[src/core/tpcg_pkg.sv]
// Purpose: Shared constants and types for the two-phase clock generator
// Assumes: One system clock that stands for the crystal oscillator
// Notes: Count states run 0 to 8, one per oscillator period
package tpcg_pkg;

  // Oscillator periods per processor clock period
  localparam int unsigned DIV_RATIO = 9;
  localparam int unsigned CNT_W = 4;

  // Count states for each phase window
  localparam logic [3:0] CNT_FIRST = 4'h0;
  localparam logic [3:0] CNT_LAST = 4'h8;
  localparam logic [3:0] CNT_STEP = 4'h1;
  localparam logic [3:0] PH1_FIRST = 4'h0;
  localparam logic [3:0] PH1_LAST = 4'h1;
  localparam logic [3:0] PH2_FIRST = 4'h2;
  localparam logic [3:0] PH2_LAST = 4'h6;

  // Early phase one slot: six periods after phase two rises
  localparam logic [3:0] EARLY_PH1_STATE = 4'h8;

  // Ready and reset update here, four periods before phase two
  localparam logic [3:0] RESYNC_STATE = 4'h7;

  // Processor side widths and reset values
  localparam int unsigned DATA_W = 8;
  localparam int unsigned ADDR_W = 16;
  localparam logic [15:0] PC_RESET = 16'h0000;
  localparam logic [15:0] PC_STEP = 16'h0001;
  localparam logic [7:0] DATA_IDLE = 8'h00;

  // Processor machine cycle states
  typedef enum logic [2:0] {
    TPCG_IDLE,
    TPCG_T1,
    TPCG_T2,
    TPCG_TW,
    TPCG_T3
  } tpcg_tstate_t;

  // True when a count lies inside an inclusive window
  function automatic logic tpcg_in_window(
    input logic [3:0] cnt,
    input logic [3:0] first,
    input logic [3:0] last
  );
    tpcg_in_window = (cnt >= first) && (cnt <= last);
  endfunction : tpcg_in_window

endpackage : tpcg_pkg

[src/core/tpcg_link_if.sv]
// Purpose: Wires between the clock generator and the processor side
// Assumes: Both ends run on the same system clock
// Notes: No clocking block; the bench joins the two ends here
interface tpcg_link_if;
  import tpcg_pkg::*;

  logic phi1;
  logic phi2;
  logic phi2_ttl;
  logic oscillator_output;
  logic status_strobe_n;
  logic ready;
  logic reset;
  logic sync;
  logic [DATA_W-1:0] data;

  // Clock generator end
  modport dev (
    output phi1,
    output phi2,
    output phi2_ttl,
    output oscillator_output,
    output status_strobe_n,
    output ready,
    output reset,
    input sync
  );

  // Processor and status-latching controller end
  modport cpu (
    input phi1,
    input phi2,
    input phi2_ttl,
    input oscillator_output,
    input status_strobe_n,
    input ready,
    input reset,
    output sync,
    output data
  );
endinterface : tpcg_link_if

[src/core/tpcg_clock_gen.sv]
// Purpose: Divide-by-nine two-phase clock generator and driver
// Assumes: i_sys_clk is the oscillator; sync comes from same-clock logic
// Notes: Phases run regardless of i_rst; only the strobe and re-timed outputs reset
module tpcg_clock_gen (
  input wire logic i_sys_clk,
  input wire logic i_rst,
  input wire logic i_power_on_reset_input_n,
  input wire logic i_async_ready_input,
  tpcg_link_if.dev link
);
  import tpcg_pkg::*;

  // Count state; preset so the sequence starts without reset
  logic [CNT_W-1:0] cnt_reg = CNT_FIRST;
  logic [CNT_W-1:0] cnt_next;

  // Phase output flops, preset for the same reason
  logic phi1_reg = 1'b1;
  logic phi1_next;
  logic phi2_reg = 1'b0;
  logic phi2_next;
  logic phi2_ttl_reg = 1'b0;
  logic phi2_ttl_next;

  // Strobe and its early timing slot
  logic phase_one_early_timing;
  logic strobe_n_reg;
  logic strobe_n_next;

  // Re-timed ready and reset
  logic ready_pin_s;
  logic power_on_reset_input_pin_s;
  logic resync_slot;
  logic ready_reg;
  logic ready_next;
  logic reset_reg;
  logic reset_next;

  // Pins pass two flops before any logic looks at them
  tpcg_sync2 #(
    .RESET_VAL(1'b0)
  ) u_ready_sync (
    .i_sys_clk(i_sys_clk),
    .i_rst(i_rst),
    .i_async(i_async_ready_input),
    .o_sync(ready_pin_s)
  );

  // Reset pin sync starts low so the reset output begins asserted
  tpcg_sync2 #(
    .RESET_VAL(1'b0)
  ) u_power_on_reset_input_sync (
    .i_sys_clk(i_sys_clk),
    .i_rst(i_rst),
    .i_async(i_power_on_reset_input_n),
    .o_sync(power_on_reset_input_pin_s)
  );

  // Modulo-nine count; any stray state above the last wraps to zero
  always_comb begin
    if (cnt_reg >= CNT_LAST) begin
      cnt_next = CNT_FIRST;
    end else begin
      cnt_next = cnt_reg + CNT_STEP;
    end
  end

  // Free-running: never held by reset so the phases keep going
  always_ff @(posedge i_sys_clk) begin
    cnt_reg <= cnt_next;
  end

  // Phase decode from the next count keeps outputs aligned to it
  always_comb begin
    phi1_next = tpcg_in_window(cnt_next, PH1_FIRST, PH1_LAST);
    phi2_next = tpcg_in_window(cnt_next, PH2_FIRST, PH2_LAST);
    phi2_ttl_next = phi2_next;
  end

  // Disjoint windows, so the two phases can never overlap
  always_ff @(posedge i_sys_clk) begin
    phi1_reg <= phi1_next;
    phi2_reg <= phi2_next;
    phi2_ttl_reg <= phi2_ttl_next;
  end

  // Early phase one is the last slot before phase one rises
  assign phase_one_early_timing = (cnt_next == EARLY_PH1_STATE);

  // Strobe low one period, only while the processor holds sync
  always_comb begin
    strobe_n_next = !(phase_one_early_timing && link.sync);
  end

  // Strobe idles high through reset
  always_ff @(posedge i_sys_clk) begin
    if (i_rst) begin
      strobe_n_reg <= 1'b1;
    end else begin
      strobe_n_reg <= strobe_n_next;
    end
  end

  // One fixed slot per cycle; gives four settled periods
  assign resync_slot = (cnt_next == RESYNC_STATE);

  // Re-timing flops take the synced pins only in their slot
  always_comb begin
    ready_next = ready_reg;
    reset_next = reset_reg;
    if (resync_slot) begin
      ready_next = ready_pin_s;
      // Low from the RC network or the switch both mean reset
      reset_next = !power_on_reset_input_pin_s;
    end
  end

  // Logic reset asserts reset out and drops ready at once
  always_ff @(posedge i_sys_clk) begin
    if (i_rst) begin
      ready_reg <= 1'b0;
      reset_reg <= 1'b1;
    end else begin
      ready_reg <= ready_next;
      reset_reg <= reset_next;
    end
  end

  // Drive the link; every level comes from a flop but the osc copy
  assign link.phi1 = phi1_reg;
  assign link.phi2 = phi2_reg;
  assign link.phi2_ttl = phi2_ttl_reg;
  assign link.status_strobe_n = strobe_n_reg;
  assign link.ready = ready_reg;
  assign link.reset = reset_reg;
  // A flop would halve the rate, so the clock is passed straight out
  assign link.oscillator_output = i_sys_clk;
endmodule : tpcg_clock_gen

[src/core/tpcg_sync2.sv]
// Purpose: Two-flop synchroniser for one pin level
// Assumes: Input is asynchronous to i_sys_clk
// Notes: First stage feeds only the second stage
module tpcg_sync2 #(
  parameter logic RESET_VAL = 1'b0
) (
  input wire logic i_sys_clk,
  input wire logic i_rst,
  input wire logic i_async,
  output logic o_sync
);
  import tpcg_pkg::*;

  logic meta_reg;
  logic meta_next;
  logic sync_reg;
  logic sync_next;

  // Next values of the two stages
  always_comb begin
    meta_next = i_async;
    sync_next = meta_reg;
  end

  // Register stages; reset loads a constant only
  always_ff @(posedge i_sys_clk) begin
    if (i_rst) begin
      meta_reg <= RESET_VAL;
      sync_reg <= RESET_VAL;
    end else begin
      meta_reg <= meta_next;
      sync_reg <= sync_next;
    end
  end

  assign o_sync = sync_reg;
endmodule : tpcg_sync2

[src/flat_wrapper.sv]
// flat-port wrapper written by rule: the top's interface ports become plain ports
module tpcg_clock_gen_flat import tpcg_pkg::*;
  (i_sys_clk, i_rst, i_power_on_reset_input_n, i_async_ready_input, link_phi1, link_phi2, link_phi2_ttl, link_oscillator_output, link_status_strobe_n, link_ready, link_reset, link_sync);
  tpcg_link_if link_i ();
  input wire logic i_sys_clk;
  input wire logic i_rst;
  input wire logic i_power_on_reset_input_n;
  input wire logic i_async_ready_input;
  output wire logic [$bits(link_i.phi1)-1:0] link_phi1;
  output wire logic [$bits(link_i.phi2)-1:0] link_phi2;
  output wire logic [$bits(link_i.phi2_ttl)-1:0] link_phi2_ttl;
  output wire logic [$bits(link_i.oscillator_output)-1:0] link_oscillator_output;
  output wire logic [$bits(link_i.status_strobe_n)-1:0] link_status_strobe_n;
  output wire logic [$bits(link_i.ready)-1:0] link_ready;
  output wire logic [$bits(link_i.reset)-1:0] link_reset;
  input wire logic [$bits(link_i.sync)-1:0] link_sync;
  assign link_phi1 = link_i.phi1;
  assign link_phi2 = link_i.phi2;
  assign link_phi2_ttl = link_i.phi2_ttl;
  assign link_oscillator_output = link_i.oscillator_output;
  assign link_status_strobe_n = link_i.status_strobe_n;
  assign link_ready = link_i.ready;
  assign link_reset = link_i.reset;
  assign link_i.sync = link_sync;
  tpcg_clock_gen u_core (.i_sys_clk(i_sys_clk), .i_rst(i_rst), .i_power_on_reset_input_n(i_power_on_reset_input_n), .i_async_ready_input(i_async_ready_input), .link(link_i));
endmodule
[config.mk]
export PLATFORM = sky130hd
export DESIGN_NAME = tpcg_clock_gen_flat
export DESIGN_NICKNAME = d
export VERILOG_FILES = /design/src/core/tpcg_pkg.sv /design/src/core/tpcg_link_if.sv /design/src/core/tpcg_clock_gen.sv /design/src/core/tpcg_sync2.sv /design/src/flat_wrapper.sv
export SDC_FILE = /design/constraint.sdc
export NUM_CORES = 1
export LEC_CHECK = 0
export BUFFER_PORTS_ARGS = -buffer_cell sky130_fd_sc_hd__buf_2
export CAP_MARGIN = 20
export CORE_AREA = 2 2 39 41
export CTS_CLUSTER_DIAMETER = 30
export DETAILED_ROUTE_END_ITERATION = 12
export DIE_AREA = 0 0 41 43
export HOLD_SLACK_MARGIN = 0.15
export PLACE_DENSITY = 0.55
export SETUP_SLACK_MARGIN = 0.2
export SYNTH_ARGS = -nofsm -noshare
export SYNTH_HDL_FRONTEND = slang
export SYNTH_HIERARCHICAL = 1
export SYNTH_SLANG_ARGS = --single-unit
[constraint.sdc]
create_clock -name i_sys_clk -period 2.5 [get_ports i_sys_clk]
set_clock_uncertainty 0.15 [all_clocks]
set_input_delay 0.125 -clock i_sys_clk [delete_from_list [all_inputs] [get_ports i_sys_clk]]
set_output_delay 0.125 -clock i_sys_clk [all_outputs]
set_load 0.005 [all_outputs]
==> impl_results.md <==
* Total routing resource utilization after global routing at 10.62%
* Initial core utilization at 34.27%
* Most frequent cells in the layout: 13 x dfxtp_1, 11 x buf_2, 7 x dlygate4sd3_1
* I/O pin total at 12
* Total instance count after detailed placement at 68
* Core Box Area at 1384 um^2
* Slowest Stage Delay on Critical Path at 0.56 ns
* Clock tree from TritonCTS: built
* Endpoint arrival time on the critical path at 2.19 ns
* Total number of yosys warnings at 6
* Final weighted congestion in routability-driven placement at 0.7260
* Number of fill cells in the layout at 145
* Number of detailed-route iterations in the first pass at 4
* Number of synthesized register bits at 13
* Standby leakage power at 0.3066 nW
* Hold/Removal Path Class: clock port to primary output
* Number of design rule violations left after detail routing at 0
* Peak fanout along the critical path at 7
* Number of hold violations in the final report at 0
* Count of antenna diodes in the layout at 0
* Via-to-Cell Ratio at 4.561
* Gr ovfl total at 0
* Total wire length at 777 um
* Die outline height at 43 um
* Startpoint type of the worst setup path: flip-flop
* Time the worst path needs with I/O delays and setup at 2.075 ns
* Total count of max-transition violations in the final report at 0
* Via count at 374
* Area used by multi-input combinational logic at 180.2 um^2
* Clock slew at the register clock pins of the worst setup and hold paths at 0.08 ns
* First-pass GRT wire length at 1159 um
* Post-route insts no fill at 82
* Max-cap violation count at 0
* Final hold slack at 0.2711 ns
* Pwr Density at 659.5 nW/um^2
* Cell with the largest stage delay on the worst path: dlygate4sd3_1
* Largest voltage drop on the vdd net at 0.4061 mV
* Most common cell after layout, fill and taps aside: dfxtp_1
* Startpoint of the worst setup timing path: u_core/cnt_reg[0]
* Chip Width at 41 um
* Post-cts sizing count at 0
* Max reg flops at 4
* First-iteration detailed-routing DRC count at 10
* Post CTS Setup Buffer Count at 0
* Later-pin clock latency in the skew report at 0.38 ns
* # port buffers at 11
* Pin count of the biggest net entering global routing at 9
* Portion of the clock cycle consumed by the worst path in the final layout at 82.98%
* Place WS at 0.8729 ns
* Remaining antenna violation count after routing at 0
* Routed length per instance at 9.476 um
* Kind of capture point of the worst setup path: flip-flop
* RSZ-0062 raised after global routing: no
* Post-synthesis instance area at 474.2 um^2
* Synth Area per Inst at 11.03 um^2
* Hold Path Origin: i_sys_clk
* Crit path required time at 2.62 ns
* Slew at the pin closest to its max-slew limit at 0.2870 ns
* DIE AREA at 1763 um^2
* Post-synthesis sequential area ratio at 54.88%
* Maximum clock frequency at 482.0 MHz
* Run status: complete, no violations
* Final total negative setup slack at 0 ns
* Rows at 14
* Storage cell area at 260.3 um^2
* Antenna violations before repair at 0
* Total Nets Final at 74
* Worst path setup slack after routing at 0.4255 ns
* Vias in the first global route at 325
* Startpoint-to-endpoint class of the critical path: flip-flop to flip-flop
* Launch instance of the worst register-to-register path: u_core/cnt_reg[0]
* Cell count after synthesis at 43
* Count of unique library cells instantiated by Yosys at 19
* Syn_nets at 50
* Worst slew margin relative to its limit at 80.85%
* Placed wire-length estimate after detailed placement at 522.8 um
* Share of layout cells above drive strength 1 at 33.33%
* Crit path cell chain: inv_1, ha_1, nor4_1, o2111ai_1, dlygate4sd3_1
* Final number of setup-violating endpoints at 0
* Synth-to-layout area growth at 37.99%
[per-stage QoR]
step                area, um^2  utilization, %  power [mW]
floorplan                474.2               -      0.2437
global placement         534.3           38.61      0.2397
detailed placement       534.3           38.61      0.2399
CTS                      654.4           47.29      0.4398
global route             654.4           47.29      0.4501
finish                   654.4           47.29      0.4316
[report_power, final]
part / switching [mW] / internal, mW
combinational: 0.00439 / 0.00992
clock: 0.0845 / 0.122
sequential: 0.000602 / 0.210
[area by class of cell]
cell class                 count  area share (%)
sequential                    13           39.77
multi-input combinational     23           27.53
timing repair buffer          17           18.36
clock buffer                   7           7.648
tap                           16           3.059
inverter                       5           2.868
clock inverter                 1          0.7648
[critical path, delay by kind of cell, from the launching register on]
kind / cells / cell delay (ns)
fa+ha+maj: 1 / 0.37
flops: 1 / 0.40
buf+inv: 2 / 0.64
simple gates: 1 / 0.28
compound gates: 1 / 0.12
[path summary, 6_finish.rpt]
check	slack [ns]	to	cells after the start
setup reg to reg	0.43	u_core/link.status_strobe_n	5
setup / recovery	0.43	u_core/link.status_strobe_n	5
hold reg to reg	0.28	u_core/link.reset	1
hold / removal	0.27	link_oscillator_output	3
[cells in the mapped netlist]
cell type	instances	share of area [%]
dfxtp_1	13	55
inv_1	5	4.0
nor2b_1	4	5.3
nor2_1	3	2.4
a311oi_1	2	3.7
buf_4	2	3.2
ha_1	2	5.3
a21o_1	1	1.6
a31o_1	1	1.8
a31oi_1	1	1.3
and2b_1	1	1.6
and2b_2	1	1.8
and3_1	1	1.3
and3_2	1	1.6
nand3_1	1	1.1
nor4_1	1	1.3
nor4_2	1	2.6
o2111ai_1	1	1.8
xor2_2	1	3.4
[cells by family (layout without fill, tap and decap cells)]
kind of cell,after synthesis,in the layout,share of synthesized area (%)
compound gates,6,6,10.29
buf+inv,7,30,7.124
xor+xnor,1,1,3.431
simple gates,14,14,19.00
flops,13,13,54.88
fa+ha+maj,2,2,5.276
[repair_timing]
action | 4_1_cts | 5_1_grt
hold endpoints to repair | 7 | 0
hold buffers | 7 | 0
endpoints found under the setup margin | 0 | 0
[layer usage]
| metal | up-vias | global-route usage, % | share of wire (%) |
|---|---|---|---|
| met5 | - | 0 | 0 |
| met4 | 0 | 6.667 | 0 |
| met3 | 0 | 9.424 | 7.1 |
| met2 | 13 | 14.69 | 50 |
| met1 | 171 | 9.868 | 43 |
| li1 | 190 | - | - |
(Power assumes the default switching activity.)
